## src/inc/adc_i2c_pkg.sv

```systemverilog
// What this block does
// Result is 24-bit two's complement, sign on top
// Out-of-range input clamps to extreme codes
// Result bytes read-only at 0x04..0x06
// Power-down bit stops the conversion circuitry
// Output low byte shadowed until high written
// Slave only, never drives clock line
// Both lines open drain, pull low or release
// Oscillator strap low gives address 0xa0
// Strap high picks address from two pins
// Reduced-pin variant fixes address at 0xd0
// Software keeps interface mode bit zero
// Debounce field selects 0, 2, 4 clocks
// Start and stop from data edge, clock high
// Data sampled while clock high
// Eight bits MSB first plus acknowledge bit
// Low acknowledge continues, high ends transfer
// Read: index write, repeated start, read byte
// Write: address, index, data byte stored
// Acknowledge only own selected address
package adc_i2c_pkg;
  localparam logic [7:0] RESULT_LOW_OFS   = 8'h04;
  localparam logic [7:0] RESULT_MID_OFS   = 8'h05;
  localparam logic [7:0] RESULT_HIGH_OFS  = 8'h06;
  localparam logic [7:0] CONV_CTRL_OFS    = 8'h01;
  localparam logic [7:0] OUT_LOW_OFS      = 8'h0b;
  localparam logic [7:0] OUT_HIGH_OFS     = 8'h0c;
  localparam logic [7:0] SER_CTRL_OFS     = 8'h0e;
  localparam int         MODE_BIT         = 7;
  localparam int         DEB_LSB          = 2;
  localparam int         PWR_DOWN_BIT     = 7;
  localparam logic [7:0] SER_CTRL_MASK    = 8'h8c;
  localparam logic [7:0] SER_CTRL_RESET   = 8'h00;
  localparam logic [7:0] CONV_CTRL_RESET  = 8'h00;
  localparam logic [7:0] ADDR_BASE        = 8'ha0;
  localparam logic [7:0] ADDR_FIXED       = 8'hd0;
  localparam logic [2:0] DEB_CLKS_TWO     = 3'h2;
  localparam logic [2:0] DEB_CLKS_FOUR    = 3'h4;
  localparam logic [3:0] BITS_PER_BYTE    = 4'h8;
  localparam logic [23:0] RESULT_MAX      = 24'h7fffff;
  localparam logic [23:0] RESULT_MIN      = 24'h800000;
  localparam int         RAW_W            = 26;
  localparam int         SCL = 1;
  localparam int         SDA = 0;

  typedef enum logic [2:0] {
    ST_IDLE, ST_RX, ST_ACK, ST_TX, ST_MACK
  } phase_t;

  typedef enum logic [1:0] {
    K_ADDR, K_INDEX, K_DATA
  } byte_kind_t;

  typedef struct packed {
    logic       sda_o;
    logic       sda_oe;
    logic       scl_o;
    logic       scl_oe;
  } pins_t;

  typedef struct packed {
    logic [1:0] sync1;
    logic [1:0] sync2;
    logic [1:0] filt;
    logic [1:0] filt_prev;
    logic [2:0] cnt_scl;
    logic [2:0] cnt_sda;
  } line_t;
endpackage

```

## src/verilog/adc_result_i2c_slave_port.sv

```systemverilog
`timescale 1ns/10ps
`default_nettype none
module adc_result_i2c_slave_port (
  input  wire logic                              ref_clk_i,
  input  wire logic                              rst_b_i,
  input  wire logic                              scl_i,
  input  wire logic                              sda_i,
  input  wire logic                              oscillator_select_strap_i,
  input  wire logic                              osc_in_or_addr_strap_low_i,
  input  wire logic                              osc_out_or_addr_strap_high_i,
  input  wire logic                              reduced_pin_package_i,
  input  wire logic [adc_i2c_pkg::RAW_W-1:0]     conv_raw_i,
  input  wire logic                              conv_valid_i,
  output logic                                   scl_o,
  output logic                                   scl_oe_o,
  output logic                                   sda_o,
  output logic                                   sda_oe_o,
  output logic                                   converter_power_down_o,
  output logic                                   conv_enable_o,
  output logic [15:0]                            output_value_o,
  output logic                                   interface_mode_bit_o
);

  typedef struct packed {
    adc_i2c_pkg::line_t      ln;
    adc_i2c_pkg::pins_t      pins;
    adc_i2c_pkg::phase_t     phase;
    adc_i2c_pkg::byte_kind_t kind;
    logic [3:0]              bitcnt;
    logic [7:0]              shift;
    logic                    rd;
    logic                    nack;
    logic [7:0]              idx;
    logic [3:0]              strap_sync1;
    logic [3:0]              strap_sync2;
    logic [1:0]              strap_wait;
    logic [7:0]              own_addr;
    logic [23:0]             result;
    logic [7:0]              ser_ctrl;
    logic [7:0]              conv_ctrl;
    logic [7:0]              out_shadow;
    logic [7:0]              out_low;
    logic [7:0]              out_high;
  } state_t;

  state_t s_q;
  state_t s_d;

  // Clamp the wide filter output instead of letting it wrap
  function automatic logic [23:0] clamp(input logic [adc_i2c_pkg::RAW_W-1:0] v);
    logic signed [adc_i2c_pkg::RAW_W-1:0] sv;
    sv = $signed(v);
    if (sv > $signed({{(adc_i2c_pkg::RAW_W-24){1'b0}}, adc_i2c_pkg::RESULT_MAX}))
      clamp = adc_i2c_pkg::RESULT_MAX;
    else if (sv < $signed({{(adc_i2c_pkg::RAW_W-24){1'b1}}, adc_i2c_pkg::RESULT_MIN}))
      clamp = adc_i2c_pkg::RESULT_MIN;
    else
      clamp = v[23:0];
  endfunction

  function automatic logic [7:0] read_reg(input logic [7:0] a, input state_t s);
    read_reg = 8'h00;
    case (a)
      adc_i2c_pkg::RESULT_LOW_OFS:  read_reg = s.result[7:0];
      adc_i2c_pkg::RESULT_MID_OFS:  read_reg = s.result[15:8];
      adc_i2c_pkg::RESULT_HIGH_OFS: read_reg = s.result[23:16];
      adc_i2c_pkg::CONV_CTRL_OFS:   read_reg = s.conv_ctrl;
      adc_i2c_pkg::OUT_LOW_OFS:     read_reg = s.out_low;
      adc_i2c_pkg::OUT_HIGH_OFS:    read_reg = s.out_high;
      adc_i2c_pkg::SER_CTRL_OFS:    read_reg = s.ser_ctrl & adc_i2c_pkg::SER_CTRL_MASK;
      default:                      read_reg = 8'h00;
    endcase
  endfunction

  function automatic logic [2:0] deb_need(input logic [1:0] sel);
    case (sel)
      2'h0:    deb_need = 3'h0;
      2'h1:    deb_need = adc_i2c_pkg::DEB_CLKS_TWO;
      default: deb_need = adc_i2c_pkg::DEB_CLKS_FOUR;
    endcase
  endfunction

  logic [2:0] need;
  logic       scl_rise;
  logic       scl_fall;
  logic       scl_high;
  logic       start_seen;
  logic       stop_seen;
  logic       addr_hit;
  logic [7:0] rd_cur;
  logic [7:0] rd_next;

  always_comb
  begin
    s_d = s_q;
    need = deb_need(s_q.ser_ctrl[adc_i2c_pkg::DEB_LSB +: 2]);
    scl_rise = 1'b0;
    scl_fall = 1'b0;
    scl_high = 1'b0;
    start_seen = 1'b0;
    stop_seen = 1'b0;
    addr_hit = 1'b0;
    rd_cur = read_reg(s_q.idx, s_q);
    rd_next = read_reg(s_q.idx + 8'h01, s_q);

    s_d.ln.sync1 = {scl_i, sda_i};
    s_d.ln.sync2 = s_q.ln.sync1;
    s_d.ln.filt_prev = s_q.ln.filt;

    // Level must hold for the selected count before it is believed
    if (s_q.ln.sync2[adc_i2c_pkg::SCL] == s_q.ln.filt[adc_i2c_pkg::SCL])
      s_d.ln.cnt_scl = 3'h0;
    else if (s_q.ln.cnt_scl >= need)
    begin
      s_d.ln.filt[adc_i2c_pkg::SCL] = s_q.ln.sync2[adc_i2c_pkg::SCL];
      s_d.ln.cnt_scl = 3'h0;
    end
    else
      s_d.ln.cnt_scl = s_q.ln.cnt_scl + 3'h1;

    if (s_q.ln.sync2[adc_i2c_pkg::SDA] == s_q.ln.filt[adc_i2c_pkg::SDA])
      s_d.ln.cnt_sda = 3'h0;
    else if (s_q.ln.cnt_sda >= need)
    begin
      s_d.ln.filt[adc_i2c_pkg::SDA] = s_q.ln.sync2[adc_i2c_pkg::SDA];
      s_d.ln.cnt_sda = 3'h0;
    end
    else
      s_d.ln.cnt_sda = s_q.ln.cnt_sda + 3'h1;

    scl_high = s_q.ln.filt[adc_i2c_pkg::SCL] & s_q.ln.filt_prev[adc_i2c_pkg::SCL];
    scl_rise = s_q.ln.filt[adc_i2c_pkg::SCL] & ~s_q.ln.filt_prev[adc_i2c_pkg::SCL];
    scl_fall = ~s_q.ln.filt[adc_i2c_pkg::SCL] & s_q.ln.filt_prev[adc_i2c_pkg::SCL];
    start_seen = scl_high & ~s_q.ln.filt[adc_i2c_pkg::SDA]
                 & s_q.ln.filt_prev[adc_i2c_pkg::SDA];
    stop_seen = scl_high & s_q.ln.filt[adc_i2c_pkg::SDA]
                & ~s_q.ln.filt_prev[adc_i2c_pkg::SDA];

    // Straps are caught once, after the sync flops hold real pin values
    s_d.strap_sync1 = {reduced_pin_package_i, oscillator_select_strap_i,
                       osc_out_or_addr_strap_high_i, osc_in_or_addr_strap_low_i};
    s_d.strap_sync2 = s_q.strap_sync1;
    if (s_q.strap_wait != 2'h3)
      s_d.strap_wait = s_q.strap_wait + 2'h1;
    if (s_q.strap_wait == 2'h2)
    begin
      if (s_q.strap_sync2[3])
        s_d.own_addr = adc_i2c_pkg::ADDR_FIXED;
      else if (s_q.strap_sync2[2])
        s_d.own_addr = adc_i2c_pkg::ADDR_BASE + {2'h0, s_q.strap_sync2[1:0], 4'h0};
      else
        s_d.own_addr = adc_i2c_pkg::ADDR_BASE;
    end

    // Results freeze while the converter is powered down
    if (conv_valid_i && !s_q.conv_ctrl[adc_i2c_pkg::PWR_DOWN_BIT])
      s_d.result = clamp(conv_raw_i);

    // Only data is ever driven; the clock enable stays low
    s_d.pins.scl_oe = 1'b0;
    s_d.pins.scl_o = 1'b0;
    s_d.pins.sda_o = 1'b0;

    addr_hit = (s_q.shift[7:1] == s_q.own_addr[7:1]);

    if (stop_seen)
    begin
      s_d.phase = adc_i2c_pkg::ST_IDLE;
      s_d.pins.sda_oe = 1'b0;
    end
    else if (start_seen)
    begin
      // Repeated start keeps the index for the read that follows
      s_d.phase = adc_i2c_pkg::ST_RX;
      s_d.kind = adc_i2c_pkg::K_ADDR;
      s_d.bitcnt = 4'h0;
      s_d.pins.sda_oe = 1'b0;
    end
    else
    begin
      case (s_q.phase)
        adc_i2c_pkg::ST_IDLE: s_d.pins.sda_oe = 1'b0;
        adc_i2c_pkg::ST_RX:
        begin
          if (scl_rise && s_q.bitcnt < adc_i2c_pkg::BITS_PER_BYTE)
          begin
            s_d.shift = {s_q.shift[6:0], s_q.ln.filt[adc_i2c_pkg::SDA]};
            s_d.bitcnt = s_q.bitcnt + 4'h1;
          end
          else if (scl_fall && s_q.bitcnt == adc_i2c_pkg::BITS_PER_BYTE)
          begin
            s_d.phase = adc_i2c_pkg::ST_ACK;
            s_d.pins.sda_oe = 1'b1;
            case (s_q.kind)
              adc_i2c_pkg::K_ADDR:
              begin
                if (addr_hit)
                  s_d.rd = s_q.shift[0];
                else
                begin
                  s_d.phase = adc_i2c_pkg::ST_IDLE;
                  s_d.pins.sda_oe = 1'b0;
                end
              end
              adc_i2c_pkg::K_INDEX: s_d.idx = s_q.shift;
              default:
              begin
                case (s_q.idx)
                  adc_i2c_pkg::SER_CTRL_OFS:
                    s_d.ser_ctrl = s_q.shift & adc_i2c_pkg::SER_CTRL_MASK;
                  adc_i2c_pkg::CONV_CTRL_OFS: s_d.conv_ctrl = s_q.shift;
                  adc_i2c_pkg::OUT_LOW_OFS: s_d.out_shadow = s_q.shift;
                  adc_i2c_pkg::OUT_HIGH_OFS:
                  begin
                    s_d.out_high = s_q.shift;
                    s_d.out_low = s_q.out_shadow;
                  end
                  default: s_d.out_shadow = s_q.out_shadow;
                endcase
                s_d.idx = s_q.idx + 8'h01;
              end
            endcase
          end
        end
        adc_i2c_pkg::ST_ACK:
        begin
          if (scl_fall)
          begin
            s_d.bitcnt = 4'h0;
            if (s_q.kind == adc_i2c_pkg::K_ADDR && s_q.rd)
            begin
              s_d.phase = adc_i2c_pkg::ST_TX;
              s_d.shift = rd_cur;
              s_d.pins.sda_oe = ~rd_cur[7];
            end
            else
            begin
              s_d.phase = adc_i2c_pkg::ST_RX;
              s_d.pins.sda_oe = 1'b0;
              s_d.kind = (s_q.kind == adc_i2c_pkg::K_ADDR) ? adc_i2c_pkg::K_INDEX
                                                          : adc_i2c_pkg::K_DATA;
            end
          end
        end
        adc_i2c_pkg::ST_TX:
        begin
          if (scl_fall)
          begin
            if (s_q.bitcnt == adc_i2c_pkg::BITS_PER_BYTE - 4'h1)
            begin
              s_d.phase = adc_i2c_pkg::ST_MACK;
              s_d.pins.sda_oe = 1'b0;
            end
            else
            begin
              s_d.shift = {s_q.shift[6:0], 1'b0};
              s_d.pins.sda_oe = ~s_q.shift[6];
              s_d.bitcnt = s_q.bitcnt + 4'h1;
            end
          end
        end
        adc_i2c_pkg::ST_MACK:
        begin
          if (scl_rise)
            s_d.nack = s_q.ln.filt[adc_i2c_pkg::SDA];
          else if (scl_fall)
          begin
            if (s_q.nack)
              s_d.phase = adc_i2c_pkg::ST_IDLE;
            else
            begin
              s_d.phase = adc_i2c_pkg::ST_TX;
              s_d.bitcnt = 4'h0;
              s_d.idx = s_q.idx + 8'h01;
              s_d.shift = rd_next;
              s_d.pins.sda_oe = ~rd_next[7];
            end
          end
        end
        default:
        begin
          s_d.phase = adc_i2c_pkg::ST_IDLE;
          s_d.pins.sda_oe = 1'b0;
        end
      endcase
    end
  end

  always_ff @(posedge ref_clk_i)
  begin
    if (!rst_b_i)
    begin
      s_q <= '0;
      s_q.ln.sync1 <= 2'h3;
      s_q.ln.sync2 <= 2'h3;
      s_q.ln.filt <= 2'h3;
      s_q.ln.filt_prev <= 2'h3;
      s_q.phase <= adc_i2c_pkg::ST_IDLE;
      s_q.kind <= adc_i2c_pkg::K_ADDR;
      s_q.own_addr <= adc_i2c_pkg::ADDR_BASE;
      s_q.ser_ctrl <= adc_i2c_pkg::SER_CTRL_RESET;
      s_q.conv_ctrl <= adc_i2c_pkg::CONV_CTRL_RESET;
    end
    else
      s_q <= s_d;
  end

  assign scl_o = s_q.pins.scl_o;
  assign scl_oe_o = s_q.pins.scl_oe;
  assign sda_o = s_q.pins.sda_o;
  assign sda_oe_o = s_q.pins.sda_oe;
  assign converter_power_down_o = s_q.conv_ctrl[adc_i2c_pkg::PWR_DOWN_BIT];
  assign conv_enable_o = ~s_q.conv_ctrl[adc_i2c_pkg::PWR_DOWN_BIT];
  assign output_value_o = {s_q.out_high, s_q.out_low};
  assign interface_mode_bit_o = s_q.ser_ctrl[adc_i2c_pkg::MODE_BIT];

endmodule // adc_result_i2c_slave_port
`default_nettype wire
```

## config.mk

```make
export PLATFORM = sky130hd
export DESIGN_NAME = adc_result_i2c_slave_port
export DESIGN_NICKNAME = d
export VERILOG_FILES = /design/src/inc/adc_i2c_pkg.sv /design/src/verilog/adc_result_i2c_slave_port.sv
export SDC_FILE = /design/constraint.sdc
export NUM_CORES = 1
export LEC_CHECK = 0
export CELL_PAD_IN_SITES_DETAIL_PLACEMENT = 1
export CELL_PAD_IN_SITES_GLOBAL_PLACEMENT = 2
export CORE_ASPECT_RATIO = 1.4
export CORE_MARGIN = 4
export CORE_UTILIZATION = 39
export DETAILED_ROUTE_END_ITERATION = 16
export DONT_BUFFER_PORTS = 1
export PLACE_DENSITY_LB_ADDON = 0.1
export SLEW_MARGIN = 20
export SYNTH_ARGS = -nofsm -noshare
export SYNTH_HDL_FRONTEND = slang
export SYNTH_SLANG_ARGS = --single-unit
```

## constraint.sdc

```tcl
create_clock -name ref_clk_i -period 3.01 [get_ports ref_clk_i]
set_clock_uncertainty 0.2 [all_clocks]
set_input_delay 0.301 -clock ref_clk_i [delete_from_list [all_inputs] [get_ports ref_clk_i]]
set_output_delay 0.301 -clock ref_clk_i [all_outputs]
set_load 0.05 [all_outputs]
```

==> results of run 1 <==
power by group through the flow:
stage / combinational, mW / clock (mW) / sequential [mW]
5_1_grt: 0.250 / 2.20 / 1.60
6_report: 0.223 / 2.08 / 1.59
4_1_cts: 0.224 / 2.15 / 1.59
2_1_floorplan: 0.153 / 0 / 1.61
3_5_place_dp: 0.169 / 0 / 1.62
3_3_place_gp: 0.161 / 0 / 1.62
routing by layer:
metal	wire length, microns	vias up
li1	-	2761
met1	8090	2816
met2	10700	137
met3	665	40
met4	653	0
met5	0	-
worst min-delay path by stage:
stage / to / slack (ps) / cells after the start
after floorplan: s_q[123] / 190 / 1
after global placement: s_d[120] / 170 / 1
after detailed placement: s_d[119] / 180 / 1
after CTS: s_d[119] / 10 / 2
after global routing: s_d[124] / 40 / 2
final: s_q[119] / 9 / 2
logic make-up after synthesis:
family,synth area share
AO/OA/AOI/OAI,0.259
XOR/XNOR,0.0122
adder cells (fa/ha/maj),0.0292
buffers and inverters,0.0750
flip-flops,0.355
multiplexers,0.0455
other,0.000583
AND/OR/NAND/NOR,0.224
area by class of cell:
cell class / instances / area (sq um) / area share
flip-flops and latches: 114 / 2280 / 0.303
clock buffers: 18 / 439 / 0.0584
repair buffers: 67 / 623 / 0.0828
clock inverters: 14 / 169 / 0.0225
multi-input cells: 562 / 3690 / 0.490
well taps: 199 / 249 / 0.0331
inverters: 19 / 71.3 / 0.00948
cells in the final DEF, fill, tap and decap left out, types with 4 or more instances in the layout:
master,synthesis,routed
o22a_1,5,5
ha_1,15,13
a21boi_0,44,44
nand2_1,102,102
mux2i_1,27,27
buf_4,23,34
nand3b_1,7,7
nand2b_1,15,15
inv_6,0,5
xor2_1,5,5
nor3_1,6,6
xnor2_1,4,4
a222oi_1,12,12
a21o_1,5,5
a22oi_1,12,12
a22o_1,7,7
nand3_1,23,23
clkbuf_16,0,17
a31oi_1,7,7
inv_1,19,19
dfxtp_1,114,114
nor2_1,35,34
a21oi_1,31,30
nor2b_1,29,29
o2bb2ai_1,4,4
o21ai_0,61,61
clkinv_4,0,4
and2_1,12,12
a2bb2oi_1,5,5
nor3b_1,5,5
dlygate4sd3_1,0,30
and3_1,5,5
stage by stage:
stage / hold WS (ps) / setup slack, ps / utilization / total power [mW]
3_3_place_gp: 174 / 266 / 0.407 / 1.78
6_report: 8.99 / 249 / 0.465 / 3.90
3_5_place_dp: 184 / 172 / 0.407 / 1.79
4_1_cts: 14.8 / 141 / 0.465 / 3.97
5_1_grt: 35.4 / 28.9 / 0.465 / 4.05
2_1_floorplan: 186 / 574 / - / 1.76
sequential cells by signal (all words and copies together), names as in the netlist:
signal	cells
converter_power_down_o	1
output_value_o	16
s_q	87
s_d	8
interface_mode_bit_o	1
sda_oe_o	1
what timing repair did:
item,in CTS,in global routing
buffers inserted,0,0
hold endpoints to repair,113,0
resized for setup,0,2
hold buffers,31,0
endpoints found under the setup margin,0,3
==> results.cfg, run 1 <==
[run_status]
status = finished clean

[critical_path]
critPathTopFamily = compound AO/OA/AOI/OAI gates
rr_startpoint = s_q[83]
critPathMaxFanout = 19
max_stage_delay_ps = 550
endpoint = s_q[92]
worstReg2RegEnd = s_q[92]
crit_start = s_q[83]
worstSetupPathType = flop to flop
required_ps = 3120
cp_num_buf_inv = 2
arrival_ps = 2870
end_kind = flop
crit_chain = inv_1 > ha_1 > buf_4 > a222oi_1 > nor2_1 > a221oi_1 > a2111oi_0 > a311o_1
crit_path_top_delay_cell = dfxtp_1
regToRegSetupSlack_ps = 250
path_depth = 8
startpoint_type = flop
r2r_cells = 8

[synth]
ys_types = 83
synth_edf_count = 0
post_synth_main_area_contributors = dfxtp_1 (35%), nand2_1 (5.9%), a21boi_0 (5.1%), o21ai_0 (4.7%), mux2i_1 (4.2%)
synth.largest_area_cell = dfxtp_1
ys_seq_area_frac = 0.355
synth_flop_cell = dfxtp_1
synthTopCellsByCount = dfxtp_1 (114), nand2_1 (102), o21ai_0 (61)
ys_async_sr_fraction = 0
ys_warn_count = 0
syn_area_per_cell_sq_um = 8.34
syn-cell-area_sq_um = 6440
synth_top_area_frac = 0.355
synth_seq_cells = 114
synth_cells = 772
synthMostInstantiatedCell = dfxtp_1

[power]
p_switching_mw = 0.969
p_seq_frac = 0.408
p_int_mw = 2.93
comb_power_share = 0.057
power_frac_clock = 0.534
p_per_area_nw_per_um2 = 518
power_leakage_nw = 2.60
switching_share = 0.249
vdd_ir_drop_max_v = 0.000395

[timing]
fin_crit_ps = 2760
finalHoldViolCount = 0
rsz0062_at_grt = no
tightest_slew_ps = 701
max-slew-margin-rel = 0.533
fin_tns_setup_ps = 0
finalSetupViolations = 0
drv_slew = 0
min_period_over_period = 0.917
fmax_mhz = 362

[clock_network]
clk_pin_slew_ps = 60
cts_buffer_depth = 2
numCtsBuffers = 17
cts_tree = built
h-tree-depth = 4
cts_root_buf = clkbuf_16
clk_latency_ps = 420
clock-sinks = 114

[die]
initial_core_util = 0.398
die_y_microns = 160
die_width_microns = 117
rows = 55
fp.dieArea_sq_um = 18700
core_area_sq_um = 16200
io_pins = 58

[global_route]
grt.overflow.total = 0
grt_max_degree = 108
grtUsageMet2 = 0.400
grt_use_total = 0.225
antenna_found_initial = 0
busiest_layer = met2
use_met3 = 0.0440
use_met1 = 0.255
grt_pass1_wl_mm = 32.6
first_global_vias = 6006

[routing]
totalWireLength_mm = 20.1
drt_iter0_drc = 422
num_vias = 5754
ant_nets = 0
drc = 0
wl_per_cell_microns = 20.2
via_per_inst = 5.79
drt-pass1-iter-count = 5

[placed_design]
placed_cell_area_sq_um = 6580
hpwl_mm = 14.7
dp_cells = 930
port_buffers = 0
gp_congestion = 0.926

[final_layout]
layout.cells.non_filler = 993
layout.nets = 831
nFillCells = 1875
stdcell_area_sq_um = 7520
areaGrowthSynthToFinish_pct = 16.9
diodes = 0
drive_gt1_frac = 0.120

[job]
maxCapViolCount = 0

[hold_path]
hold_path_class = primary input to flop
hold_start = rst_b_i
Note: power is estimated with default switching activity, not from simulation.
==> run 2: changes to the inputs <==
- RECOVER_POWER: not set -> 25
- clock period: 3.01 -> 2.75 ns (I/O delays scaled with it)
==> run 2 against run 1 <==
Compared with the run above:
- the flow now finishes with violations (negative hold slack)
- power up 8.4%
- maximum frequency up 9.4%
- design area up 0.52%
- global-route usage down 0.20 points
- critical path type unchanged
==> results.cfg, run 2 (same netlist as run 1, synthesis figures left out) <==
[final_layout]
layout.cells.non_filler = 1007
nFillCells = 1865
ff_latch_area_sq_um = 2280
stdcell_area_sq_um = 7560
largest_reg_flops = 87
drive_gt1_frac = 0.118
layout.nets = 845
final_cell_mix = dfxtp_1 (114), nand2_1 (102), o21ai_0 (61)
multi_input_area_sq_um = 3690
diodes = 0
areaGrowthSynthToFinish_pct = 17.5
largest_register = s_q
layout_commonest_cell = dfxtp_1

[critical_path]
cp_num_buf_inv = 2
required_ps = 2860
startpoint_type = flop
end_kind = flop
arrival_ps = 2630
critPathTopFamily = compound AO/OA/AOI/OAI gates
crit_path_top_delay_cell = a222oi_1
critPathMaxFanout = 20
worstSetupPathType = flop to flop
crit_chain = buf_4 > ha_1 > buf_4 > a222oi_1 > nor2_1 > o2111ai_1 > a211oi_1 > a311o_1
max_stage_delay_ps = 440
critPathMostFrequentCell = buf_4

[die]
fp.dieArea_sq_um = 18700
rows = 55
die_y_microns = 160
initial_core_util = 0.398
die_width_microns = 117
core_area_sq_um = 16200
io_pins = 58

[routing]
drc = 0
drt-pass1-iter-count = 7
totalWireLength_mm = 19.6
ant_nets = 0
via_per_inst = 5.73
wl_per_cell_microns = 19.5
drt_iter0_drc = 296
num_vias = 5771

[placed_design]
placed_cell_area_sq_um = 6680
dp_cells = 944
hpwl_mm = 14.4
gp_congestion = 0.912
port_buffers = 0

[timing]
tightest_slew_ps = 1000
finalSetupViolations = 0
rsz0062_at_grt = no
fin_tns_setup_ps = 0
fmax_mhz = 396
finalHoldViolCount = 5
fin_crit_ps = 2520
whs_ps = -40.1
min_period_over_period = 0.918
drv_slew = 0
max-slew-margin-rel = 0.331

[clock_network]
h-tree-depth = 4
clk_pin_slew_ps = 60
clk_latency_ps = 420
clock-sinks = 114
cts_buffer_depth = 2
cts_tree = built
cts_root_buf = clkbuf_16
numCtsBuffers = 17

[run_status]
status = finished with violations
failed_checks = negative hold slack

[global_route]
antenna_found_initial = 0
grt_pass1_wl_mm = 32.7
grt_use_total = 0.223
first_global_vias = 6177
grt_max_degree = 108
grt.overflow.total = 0

[power]
p_per_area_nw_per_um2 = 558
vdd_ir_drop_max_v = 0.000415
power_leakage_nw = 2.60

[job]
maxCapViolCount = 0

[hold_path]
hold_path_class = primary input to flop
run 2: where the power goes:
group | internal (mW) | total, mW | leakage (nW) | switching [mW]
Combinational | 0.117 | 0.245 | 1.39 | 0.128
Sequential | 1.70 | 1.74 | 0.926 | 0.0418
Clock | 1.36 | 2.24 | 0.284 | 0.880
Total | 3.17 | 4.22 | 2.60 | 1.05
run 2: what timing repair did:
item / 4_1_cts / 5_1_grt
buffers inserted: 0 / 0
gates resized for setup: 0 / 2
endpoints found under the hold margin: 113 / 0
setup endpoints to repair: 0 / 1
hold buffers: 31 / 0
run 2: routing by layer:
layer  vias to the layer above  global-route usage  part of all wire
met5                         -                   0                 0
li1                       2792                   -                 -
met3                        33              0.0481             0.037
met4                         0              0.0715             0.023
met1                      2845               0.256              0.40
met2                       101               0.402              0.54
run 2: final cells by class:
type                       count  share of cell area
multi-input combinational    562               0.487
sequential                   114               0.302
timing repair buffer          81              0.0898
clock buffer                  17              0.0563
tap                          199              0.0329
clock inverter                15              0.0223
inverter                      19             0.00943
run 2: through the flow:
step	power [mW]	hold WS, ps	util	setup WS (ps)
floorplan	1.93	176	-	314
global placement	1.95	150	0.413	238
detailed placement	1.97	154	0.413	195
CTS	4.28	11.2	0.470	157
global route	4.39	25.0	0.468	5.04
finish	4.22	-40.1	0.468	226
run 2: worst paths after layout:
check / slack (ps) / end / cells after the start / startpoint
max reg2reg: 230 / s_q[92] / 8 / s_q[82]
max: 230 / s_q[92] / 8 / s_q[82]
min reg2reg: 210 / s_q[123] / 1 / s_d[123]
min: -40 / s_d[120] / 2 / rst_b_i
